### config.mk
export PLATFORM = sky130hd
export DESIGN_NAME = ssr_status_service
export DESIGN_NICKNAME = d
export VERILOG_FILES = /design/src/rtl/ssr_pkg.sv /design/src/rtl/ssr_status_service.sv
export SDC_FILE = /design/constraint.sdc
export NUM_CORES = 1
export LEC_CHECK = 0
export BUFFER_PORTS_ARGS = -buffer_cell sky130_fd_sc_hd__buf_4
export CORE_ASPECT_RATIO = 0.8
export CORE_MARGIN = 2
export CORE_UTILIZATION = 55
export DETAILED_ROUTE_END_ITERATION = 7
export GPL_TIMING_DRIVEN = 0
export PLACE_DENSITY = 0.83
export SYNTH_ARGS = -nofsm -noshare
export SYNTH_HDL_FRONTEND = slang
export SYNTH_SLANG_ARGS = --single-unit
export TNS_END_PERCENT = 20
### constraint.sdc
create_clock -name i_clk -period 3.31 [get_ports i_clk]
set_input_delay 0.331 -clock i_clk [delete_from_list [all_inputs] [get_ports i_clk]]
set_output_delay 0.331 -clock i_clk [all_outputs]
set_load 0.05 [all_outputs]
### src/rtl/ssr_pkg.sv
// Package of constants and carrier types for the status and service-request block.
`default_nettype none
package ssr_pkg;
    localparam int unsigned REG_W = 8;
    // Register selects for the command port.
    localparam logic [2:0] SEL_STATUS_BYTE = 3'h0;
    localparam logic [2:0] SEL_SERVICE_EN  = 3'h1;
    localparam logic [2:0] SEL_TRIP_LATCH  = 3'h2;
    localparam logic [2:0] SEL_TRIP_EN     = 3'h3;
    localparam logic [2:0] SEL_LIVE        = 3'h4;
    localparam logic [2:0] SEL_ERROR       = 3'h5;
    // Field positions.
    localparam int unsigned BIT_TRIP_SUM   = 0;
    localparam int unsigned BIT_POWERUP    = 1;
    localparam int unsigned BIT_PROG_DONE  = 2;
    localparam int unsigned BIT_CMD_FAULT  = 3;
    localparam int unsigned BIT_CHAIN      = 4;
    localparam int unsigned BIT_SERVICE    = 6;
    localparam int unsigned BIT_OVERVOLT   = 0;
    localparam int unsigned BIT_DLY_CLAMP  = 1;
    localparam int unsigned BIT_OVERHEAT   = 2;
    localparam int unsigned BIT_CLAMP      = 6;
    localparam logic [7:0] TRIP_DEFINED    = 8'h47;
    localparam logic [7:0] SERVICE_DEFINED = 8'h1d;
    localparam logic [7:0] ZERO_BYTE       = 8'h00;

    typedef struct packed {
        logic       overvoltage_trip;
        logic       delayed_clamp_trip;
        logic       overheat_trip;
        logic       clamp_trip;
    } ssr_cond_t;

    typedef struct packed {
        logic       rd;
        logic       wr;
        logic [2:0] sel;
        logic [7:0] wdata;
    } ssr_cmd_t;

    typedef struct packed {
        logic [7:0] service_en_reg;
        logic [7:0] trip_en_reg;
        logic [7:0] trip_latch_reg;
        logic [7:0] error_reg;
        logic       prog_done_reg;
        logic       powerup_reg;
        logic [7:0] rdata_reg;
        logic       rvalid_reg;
    } ssr_state_t;
endpackage
`default_nettype wire

### src/rtl/ssr_status_service.sv
// Status byte, masks, latched trip register and service request generation.
`default_nettype none
module ssr_status_service
    import ssr_pkg::*;
(
    input  wire logic       i_clk,
    input  wire logic       i_sys_rst,
    input  wire ssr_cmd_t   i_cmd,
    input  wire ssr_cond_t  i_cond,
    input  wire logic       i_prog_done,
    input  wire logic       i_cmd_fault,
    input  wire logic [7:0] i_fault_code,
    input  wire logic       i_chain_req,
    input  wire logic       i_bus_clear,
    input  wire logic       i_poll_ack,
    output logic [7:0]      o_rdata,
    output logic            o_rvalid,
    output logic            o_service_pending
);
    ////////////////////////////////////////////////////////////////////////////
    ssr_state_t st_reg;
    ssr_state_t st_next;
    logic [7:0] live_vec;
    logic [7:0] status_byte;
    logic       trip_summary_flag;
    logic       service_req;

    function automatic logic [7:0] cond_vec(input ssr_cond_t c);
        logic [7:0] v;
        v = ZERO_BYTE;
        v[BIT_OVERVOLT]  = c.overvoltage_trip;
        v[BIT_DLY_CLAMP] = c.delayed_clamp_trip;
        v[BIT_OVERHEAT]  = c.overheat_trip;
        v[BIT_CLAMP]     = c.clamp_trip;
        return v;
    endfunction

    assign live_vec          = cond_vec(i_cond);
    assign trip_summary_flag = |(st_reg.trip_latch_reg & st_reg.trip_en_reg & TRIP_DEFINED);
    assign service_req = (st_reg.service_en_reg[BIT_TRIP_SUM] & trip_summary_flag)
                       | (st_reg.service_en_reg[BIT_PROG_DONE] & st_reg.prog_done_reg)
                       | (st_reg.service_en_reg[BIT_CMD_FAULT] & (st_reg.error_reg != ZERO_BYTE))
                       | (st_reg.service_en_reg[BIT_CHAIN] & i_chain_req);

    always_comb begin
        status_byte                = ZERO_BYTE;
        status_byte[BIT_TRIP_SUM]  = trip_summary_flag;
        status_byte[BIT_POWERUP]   = st_reg.powerup_reg;
        status_byte[BIT_PROG_DONE] = st_reg.prog_done_reg;
        status_byte[BIT_CMD_FAULT] = st_reg.error_reg != ZERO_BYTE;
        status_byte[BIT_CHAIN]     = i_chain_req;
        status_byte[BIT_SERVICE]   = service_req;
    end

    ////////////////////////////////////////////////////////////////////////////
    always_comb begin
        st_next = st_reg;
        st_next.rvalid_reg = 1'b0;
        if (i_poll_ack) begin
            st_next.powerup_reg   = 1'b0;
            st_next.prog_done_reg = 1'b0;
        end
        if (i_cmd.wr) begin
            if (i_cmd.sel == SEL_SERVICE_EN) begin
                st_next.service_en_reg = i_cmd.wdata & SERVICE_DEFINED;
            end
            if (i_cmd.sel == SEL_TRIP_EN) begin
                st_next.trip_en_reg = i_cmd.wdata & TRIP_DEFINED;
            end
        end
        if (i_cmd.rd) begin
            st_next.rvalid_reg = 1'b1;
            unique case (i_cmd.sel)
                SEL_STATUS_BYTE: st_next.rdata_reg = status_byte;
                SEL_SERVICE_EN:  st_next.rdata_reg = st_reg.service_en_reg;
                SEL_TRIP_LATCH: begin
                    st_next.rdata_reg      = st_reg.trip_latch_reg;
                    st_next.trip_latch_reg = ZERO_BYTE;
                end
                SEL_TRIP_EN:     st_next.rdata_reg = st_reg.trip_en_reg;
                SEL_LIVE:        st_next.rdata_reg = live_vec;
                SEL_ERROR: begin
                    st_next.rdata_reg = st_reg.error_reg;
                    st_next.error_reg = ZERO_BYTE;
                end
                default:         st_next.rdata_reg = ZERO_BYTE;
            endcase
        end
        if (i_bus_clear) begin
            st_next.error_reg = ZERO_BYTE;
        end
        // Events arriving alongside a clear win over it.
        st_next.trip_latch_reg = st_next.trip_latch_reg | live_vec;
        if (i_cmd_fault) begin
            st_next.error_reg = i_fault_code;
        end
        if (i_prog_done) begin
            st_next.prog_done_reg = 1'b1;
        end
    end

    always_ff @(posedge i_clk or posedge i_sys_rst) begin
        if (i_sys_rst) begin
            st_reg <= '{service_en_reg: ZERO_BYTE, trip_en_reg: ZERO_BYTE, trip_latch_reg: ZERO_BYTE,
                        error_reg: ZERO_BYTE, prog_done_reg: 1'b0, powerup_reg: 1'b1,
                        rdata_reg: ZERO_BYTE, rvalid_reg: 1'b0};
        end else begin
            st_reg <= st_next;
        end
    end

    assign o_rdata           = st_reg.rdata_reg;
    assign o_rvalid          = st_reg.rvalid_reg;
    assign o_service_pending = service_req;
endmodule
`default_nettype wire

* Word-level counts from Yosys, hierarchy flattened
Cells that the tools add are included.
** Cells by class
- Mux-type cells :: 9
- Bitwise logic cells :: 9
- Reductions and logical operators :: 9
- Equality and inequality tests :: 5
** Operator list (number)
- $pmux W8 S6 :: 1
- $mux W8 :: 4
- $mux W16 :: 1
- $or A8 B7 Y8 :: 1
- $reduce_bool A8 Y1 :: 1
- $and A7 B7 Y7 :: 1
- $eq A3 B2 Y1 const B :: 2
- $eq A3 B3 Y1 const B :: 2
- $reduce_and A2 Y1 :: 3
- $reduce_bool A3 Y1 :: 2
- $and A1 B1 Y1 :: 4
- $reduce_or A4 Y1 :: 1
- $eq A3 B1 Y1 const B :: 1
- $logic_not A3 Y1 :: 1
- $or A1 B1 Y1 :: 3
- $mux W1 :: 2
- $mux W2 :: 1
- $reduce_bool A2 Y1 :: 1
** Storage, ports and cells
- Flip-flop bits (word level) :: 35
- Output and inout bits :: 10
- Logic and storage cells :: 40
- Bits of input ports :: 32

* Longest topological paths before layout
Gate-level depths: netlist (run 1).
- Word-level depth :: 7
- Gate-level depth with buffers :: 6
- Gate-level depth less buffers :: 4

* Least setup slack after synthesis (run 1)
Ideal clock, no wire load.
- Path kind :: register to register
- Start point :: reg st_reg[12] (netlist bit)
- End point :: reg st_reg, in the netlist o_rdata[6]
- Period minus slack after synthesis :: 1.625 ns
- Setup time :: 0.120 ns
- Required time :: 3.190 ns
- Path slack :: 1.685 ns
- Data arrival time :: 1.506 ns
- Path buffers :: 0
- Cell stages (with the launch flop) :: 5
- Cell sequence :: dfrtp_1 > nor4_1 > nand2_1 > a221o_1 > a31o_1
** On the way
- Cells in the longest elaborated chain, start to end :: 5
** RTL lines
- start: declaration :: RTL line ssr_status_service.sv:21 : ssr_state_t st_reg;
- start signal: assignment :: RTL line ssr_status_service.sv:104 : st_reg <= '{service_en_reg: ZERO_BYTE, trip_en_reg: ZERO_BYTE, trip_latch_reg: ZERO_BYTE,
- start signal: assignment :: RTL line ssr_status_service.sv:108 : st_reg <= st_next;
- $reduce_bool A8 Y1 :: RTL line ssr_status_service.sv:42 : | (st_reg.service_en_reg[BIT_CMD_FAULT] & (st_reg.error_reg != ZERO_BYTE))
- $and A1 B1 Y1 :: RTL line ssr_status_service.sv:42
- $or A1 B1 Y1 :: RTL line ssr_status_service.sv:42
- $or A1 B1 Y1 :: RTL line ssr_status_service.sv:43 : | (st_reg.service_en_reg[BIT_CHAIN] & i_chain_req);
- via o_service_pending :: RTL line ssr_status_service.sv:18 : output logic o_service_pending
- $pmux W8 S6 :: RTL line ssr_status_service.sv:73 : unique case (i_cmd.sel)
The timed path passes the listed nets, and every way through them passes these cells.
A chain may end at the register's enable or synchronous reset.

* Final worst setup path (run 1)
- Start point :: reg st_reg[20] (netlist bit)
- End point :: out o_service_pending
** On the way
- Cells in the longest elaborated chain, start to end :: 6
** RTL lines
- $and A7 B7 Y7 :: RTL line ssr_status_service.sv:39 : assign trip_summary_flag = |(st_reg.trip_latch_reg & st_reg.trip_en_reg & TRIP_DEFINED);
- $reduce_or A4 Y1 :: RTL line ssr_status_service.sv:39
- $and A1 B1 Y1 :: RTL line ssr_status_service.sv:40 : assign service_req = (st_reg.service_en_reg[BIT_TRIP_SUM] & trip_summary_flag)
- $or A1 B1 Y1 :: RTL line ssr_status_service.sv:41 : | (st_reg.service_en_reg[BIT_PROG_DONE] & st_reg.prog_done_reg)
- $or A1 B1 Y1 :: RTL line ssr_status_service.sv:42
- $or A1 B1 Y1 :: RTL line ssr_status_service.sv:43
- end: declaration :: RTL line ssr_status_service.sv:18
Every way passes these cells.

==> flow_summary_export.csv, run 1 <==
group,metric,value,unit
run_status,status,"finished clean",
detailed_routing,drtIter0Drc,58,
detailed_routing,num_vias,1193,
floorplan,die_h,50.9,µm
synthesis,yosysMostFrequentCell,"dfrtp_1",
sta,fmax,488,MHz
synthesis,syn-cell-area,1510,µm²
power,p_sw,275,µW
detailed_routing,post-route-drc-count,0,
power,p_per_area,478,nW/µm²
detailed_routing,vias_per_cell,5.60,
cells_and_area,drive_gt1_share,38.4,%
sta,setup_slack,1.26,ns
synthesis,synthesis.instances,132,
clock_tree,post_cts_resized,0,
setup_path,worst-path-max-fanout,3,
clock_tree,cts_root_buf,"clkbuf_4",
power,peakVddDrop,0.269,mV
power,switching_share,30.3,%
synthesis,synth-edff-count,0,
clock_tree,clkSinkCount,31,
setup_path,worstSetupPathType,"reg -> out",
synthesis,async_flop_share,100,%
sta,slew_violations,0,
setup_path,reg2reg_depth,4,
synthesis,ys_warn_count,0,
hold_path,hold_depth,1,
setup_path,crit_path_start_kind,"flop",
cells_and_area,final_util,75.0,%
clock_tree,clk_pin_slew,0.10,ns
floorplan,die_x,62.6,µm
clock_tree,postCtsHoldBufs,0,
global_routing,antenna_found_initial,0,
synthesis,synth_top_area_share,49.8,%
power,internal-power,630,µW
setup_path,worstReg2RegStart,"st_reg[19]",
hold_path,worstHoldEndpoint,"o_rvalid",
detailed_routing,drt_pass1_iterations,4,
place,portBuffers,37,
global_routing,busiest_layer,"met2",
setup_path,cp.arrival,1.72,ns
global_routing,use_met1,29.3,%
sta,min_period_over_period,61.9,%
detailed_routing,drtAntennaViolNets,0,
floorplan,initial_core_util,59.8,%
place,dp_slack,1.67,ns
setup_path,worst_r2r_endpoint,"o_rdata[0]",
clock_tree,clockBufferDepth,2,
floorplan,die_area,3180,µm²
place,gp_congestion,0.877,
global_routing,gr-total-overflow,0,
synthesis,syn_nets,164,
cells_and_area,largest_reg_flops,22,
synthesis,avgSynthCellArea,11.4,µm²
setup_path,end_kind,"primary output",
cells_and_area,area_delta_synth_final,25.4,%
hold_path,hp-start,"i_cmd[12]",
power,combPwrFrac,25.0,%
place,post-dp-hpwl,2.49,mm
cells_and_area,nNetsFinal,208,
run,cap_violations,0,
power,p_total,905,µW
power,pwr-share-seq,50.2,%
sta,rsz0062_at_grt,"no",
synthesis,yosys-top-cells-count,"dfrtp_1, a22o_1, mux2_2, buf_4",
sta,finalSetupTns,0,ns
setup_path,required,2.98,ns
hold_path,worstHoldPathType,"in -> reg",
clock_tree,cts_buffers,5,
clock_tree,htree_levels,2,
synthesis,synth_cell_type_count,33,
sta,slew_headroom,23.8,%
sta,final.setup_skew,0.0108,ns
clock_tree,clk_latency,0.33,ns
global_routing,grt_util_met3,6.61,%
cells_and_area,antenna_cells,0,
clock_tree,post_cts_buffers,0,
synthesis,synth-seq-cells,31,
floorplan,rows,16,
power,p_leak,0.878,nW
sta,hold_viol,0,
clock_tree,cts_tree,"yes",
synthesis,synth_seq_area_share,51.5,%
global_routing,track_usage,23.3,%
synthesis,synth_area_leaders,"dfrtp_1, mux2_2, a22o_1, buf_4, a22oi_1",
sta,finalCriticalPeriod,2.05,ns
sta,worstMarginPinSlew,1.14,ns
sta,setup_viol,0,
global_routing,grt_pass1_vias,1182,
power,power_frac_clock,24.8,%
global_routing,grt_pass1_wl,5.52,mm
floorplan,core,2520,µm²
floorplan,boundaryPins,42,
synthesis,synth-main-ff-cell,"dfrtp_1",
synthesis,yosys.area.top_type,"dfrtp_1",
detailed_routing,wire_per_inst,15.6,µm
setup_path,r2r_setup_slack,1.79,ns
global_routing,grt_max_degree,32,
global_routing,grtUsageMet2,38.2,%
sta,hold_ws,0.107,ns
detailed_routing,routed_wl,3.32,mm
-- worst max path at each step --
stage / from / end / slack [ns] / cells past startpoint
floorplan: st_reg[12] / o_rdata[6] / 1.68 / 4
global placement: st_reg[18] / o_service_pending / 1.66 / 4
detailed placement: st_reg[18] / o_service_pending / 1.67 / 4
CTS: st_reg[20] / o_service_pending / 1.25 / 4
global route: st_reg[15] / o_service_pending / 1.19 / 4
finish: st_reg[20] / o_service_pending / 1.26 / 4
-- layer usage --
layer  share of wire, %  routed length [µm]
met1                 43                1440
met5                  0                   0
met2                 49                1630
met3                5.7                 191
met4                1.8                  61
-- critical path: stages (launching register included) --
cell	delay, ns
dfrtp_1	0.41
a22oi_1	0.26
nand2_1	0.13
a221o_1	0.40
buf_4	0.20
-- metrics by stage --
step,cells,area (µm²)
2_1_floorplan,132,1510
6_report,213,1890
3_3_place_gp,205,1830
4_1_cts,213,1890
3_5_place_dp,205,1830
5_1_grt,213,1890
-- power groups by stage --
stage          registers, mW  clock network, mW  logic, mW
2_1_floorplan          0.449                  0      0.157
5_1_grt                0.458              0.245      0.245
4_1_cts                0.453              0.230      0.227
6_report               0.454              0.224      0.227
3_3_place_gp           0.457                  0      0.219
3_5_place_dp           0.460                  0      0.225
-- final cells by class --
class	instances	area [µm²]
sequential	31	777
fill	205	631
multi-input combinational	78	606
timing repair buffer	37	278
buffer	16	100
clock buffer	7	55.1
tap	36	45.0
inverter	7	26.3
clock inverter	1	5.00
-- cell families after synthesis --
kind of cell           count (synthesis)  share of synthesized area (%)
AOI/OAI and AO/OA                     39                           20.0
DFF                                   31                           51.5
and+or+nand+nor                       23                           8.21
buffers and inverters                 23                           8.38
muxes                                 16                           11.9
-- cell usage in the layout, fill, tap and decap left out, types with 3 or more instances in the layout --
cell	count
a21o_1	5
a22o_1	10
a22oi_1	7
buf_4	45
clkbuf_1	4
clkbuf_4	5
dfrtp_1	30
inv_1	7
mux2_2	10
mux2i_1	3
nand2_1	3
nand2b_1	3
nand3_1	3
nand4_1	3
nor2_1	3
nor2b_1	4
o21ai_0	5
Note: power is estimated with default switching activity, not from simulation.
==> run 2, diff against run 1 <==
--- a/config.mk
+++ b/config.mk
@@ -8,10 +8,10 @@
 export BUFFER_PORTS_ARGS = -buffer_cell sky130_fd_sc_hd__buf_4
 export CORE_ASPECT_RATIO = 0.8
 export CORE_MARGIN = 2
-export CORE_UTILIZATION = 55
+export CORE_UTILIZATION = 51
 export DETAILED_ROUTE_END_ITERATION = 7
 export GPL_TIMING_DRIVEN = 0
-export PLACE_DENSITY = 0.83
+export PLACE_DENSITY = 0.78
 export SYNTH_ARGS = -nofsm -noshare
 export SYNTH_HDL_FRONTEND = slang
 export SYNTH_SLANG_ARGS = --single-unit
==> constraint.sdc (replaced) <==
create_clock -name i_clk -period 2.1 [get_ports i_clk]
set_input_delay 0.21 -clock i_clk [delete_from_list [all_inputs] [get_ports i_clk]]
set_output_delay 0.21 -clock i_clk [all_outputs]
set_load 0.05 [all_outputs]
==> run 2 against run 1 <==
  * Die area up 7.3%
  * Combinational power up 56%
  * Via count up 0.42%
  * Sequential share of layout area down 0.90 points
  * Critical path depth unchanged
  * Final area up 2.2%
  * Hold slack worse by 0.062 ns
  * Global-route usage down 0.48 points
  * Routed wire length up 1.3%
  * Critical path type unchanged
  * Critical endpoint unchanged
  * Highest routed layer unchanged
==> flow_summary_export.csv, run 2 (same netlist as run 1, synthesis figures left out) <==
group,metric,value,unit
place,portBuffers,37,
clock_tree,cts_tree,"yes",
sta,hold_viol,0,
global_routing,grt_pass1_wl,5.57,mm
cells_and_area,final_util,69.4,%
clock_tree,clockBufferDepth,2,
detailed_routing,routed_wl,3.37,mm
detailed_routing,vias_per_cell,5.57,
power,p_total,1.58,mW
detailed_routing,num_vias,1198,
cells_and_area,seqCellArea,777,µm²
sta,slew_headroom,24.4,%
detailed_routing,wl_met3,154,µm
cells_and_area,multi_input_area,606,µm²
power,power_frac_clock,32.0,%
floorplan,die_h,52.7,µm
clock_tree,cts_buffers,5,
setup_path,crit_path_start_kind,"flop",
clock_tree,cts_root_buf,"clkbuf_8",
cells_and_area,drive_gt1_share,38.4,%
sta,fmax,528,MHz
detailed_routing,post-route-drc-count,0,
cells_and_area,area_delta_synth_final,28.2,%
sta,setup_viol,0,
global_routing,track_usage,22.9,%
cells_and_area,final_cell_area,1930,µm²
cells_and_area,largest_reg_flops,22,
detailed_routing,drtIter0Drc,67,
clock_tree,postCtsHoldBufs,0,
detailed_routing,top_layer,"met4",
place,dp_slack,0.511,ns
detailed_routing,drt_pass1_iterations,4,
power,switching_share,28.2,%
detailed_routing,wire_per_inst,15.7,µm
sta,finalCriticalPeriod,1.89,ns
clock_tree,htree_levels,2,
floorplan,initial_core_util,54.2,%
setup_path,worstSetupPathType,"reg -> out",
sta,min_period_over_period,90.1,%
hold_path,hold_depth,1,
global_routing,grt_pass1_vias,1155,
detailed_routing,wl_met2,1.55,mm
hold_path,worstHoldPathType,"in -> reg",
clock_tree,clkSinkCount,31,
cells_and_area,layout_commonest_cell,"buf_4",
floorplan,rows,17,
setup_path,worstReg2RegStart,"st_reg[12]",
floorplan,die_area,3410,µm²
detailed_routing,wl_met1,1.57,mm
place,dpl_cell_area,1830,µm²
place,post-dp-hpwl,2.52,mm
cells_and_area,nFillCells,228,
global_routing,antenna_found_initial,0,
setup_path,end_kind,"primary output",
sta,rsz0062_at_grt,"no",
setup_path,worst-path-max-fanout,3,
cells_and_area,antenna_cells,0,
cells_and_area,nNetsFinal,208,
power,internal-power,1.13,mW
detailed_routing,drtAntennaViolNets,0,
clock_tree,clk_pin_slew,0.06,ns
run_status,status,"finished clean",
floorplan,die_x,64.8,µm
clock_tree,clk_latency,0.28,ns
clock_tree,post_cts_buffers,0,
place,gp_congestion,0.884,
power,p_per_area,814,nW/µm²
hold_path,worstHoldEndpoint,"o_rvalid",
setup_path,worst_r2r_endpoint,"o_rdata[6]",
floorplan,core,2790,µm²
setup_path,r2r_setup_slack,0.57,ns
run,cap_violations,0,
power,peakVddDrop,0.493,mV
global_routing,grt_max_degree,32,
power,p_sw,444,µW
sta,slew_violations,0,
sta,setup_slack,0.207,ns
global_routing,gr-total-overflow,0,
hold_path,hp-start,"i_cmd[12]",
setup_path,cp.arrival,1.68,ns
power,p_leak,0.894,nW
sta,final.setup_skew,0.00235,ns
setup_path,reg2reg_depth,4,
sta,finalSetupTns,0,ns
sta,worstMarginPinSlew,1.13,ns
clock_tree,post_cts_resized,0,
setup_path,required,1.89,ns
cells_and_area,mostFrequentLayoutCells,"buf_4, dfrtp_1, a22o_1, mux2_2",
power,combPwrFrac,22.5,%
power,pwr-share-seq,45.5,%
floorplan,boundaryPins,42,
-- run 2: power by group through the flow --
stage                     Combinational (mW)  Clock, mW  Sequential [mW]
after floorplan                        0.247          0            0.708
after CTS                              0.356      0.517            0.715
final                                  0.354      0.505            0.716
after detailed placement               0.354          0            0.726
after global routing                   0.382      0.542            0.723
after global placement                 0.346          0            0.721
-- run 2: area by class of cell --
type | instances | share of cell area, %
well taps | 38 | 2.46
repair buffers | 37 | 14.4
inverters | 7 | 1.36
clock buffers | 8 | 5.17
flip-flops and latches | 31 | 40.2
plain buffers | 16 | 5.17
multi-input cells | 78 | 31.3
-- run 2: routing by layer --
metal / track usage (%) / vias up
met3: 5.81 / 9
met4: 14.9 / 0
li1: - / 571
met1: 29.2 / 582
met2: 34.7 / 36
met5: 0 / -
-- run 2: stage by stage --
stage | cells | hold slack (ns)
4_1_cts | 215 | 0.0337
3_3_place_gp | 207 | 0.331
2_1_floorplan | 132 | 0.241
3_5_place_dp | 207 | 0.331
5_1_grt | 215 | 0.0318
6_report | 215 | 0.0450
-- run 2: worst max-delay path by stage --
stage | startpoint | end | slack, ns | cells after the start
6_report | st_reg[12] | o_service_pending | 0.21 | 4
5_1_grt | st_reg[12] | o_service_pending | 0.13 | 4
4_1_cts | st_reg[12] | o_service_pending | 0.20 | 4
3_5_place_dp | st_reg[12] | o_service_pending | 0.51 | 4
3_3_place_gp | st_reg[12] | o_service_pending | 0.57 | 4
2_1_floorplan | st_reg[12] | o_rdata[6] | 0.47 | 4
-- run 2: worst max-delay path, stage by stage (launching register included) --
cell     delay [ns]
dfrtp_1        0.40
nor4_1         0.33
nand2_1        0.12
a221o_1        0.35
buf_4          0.20
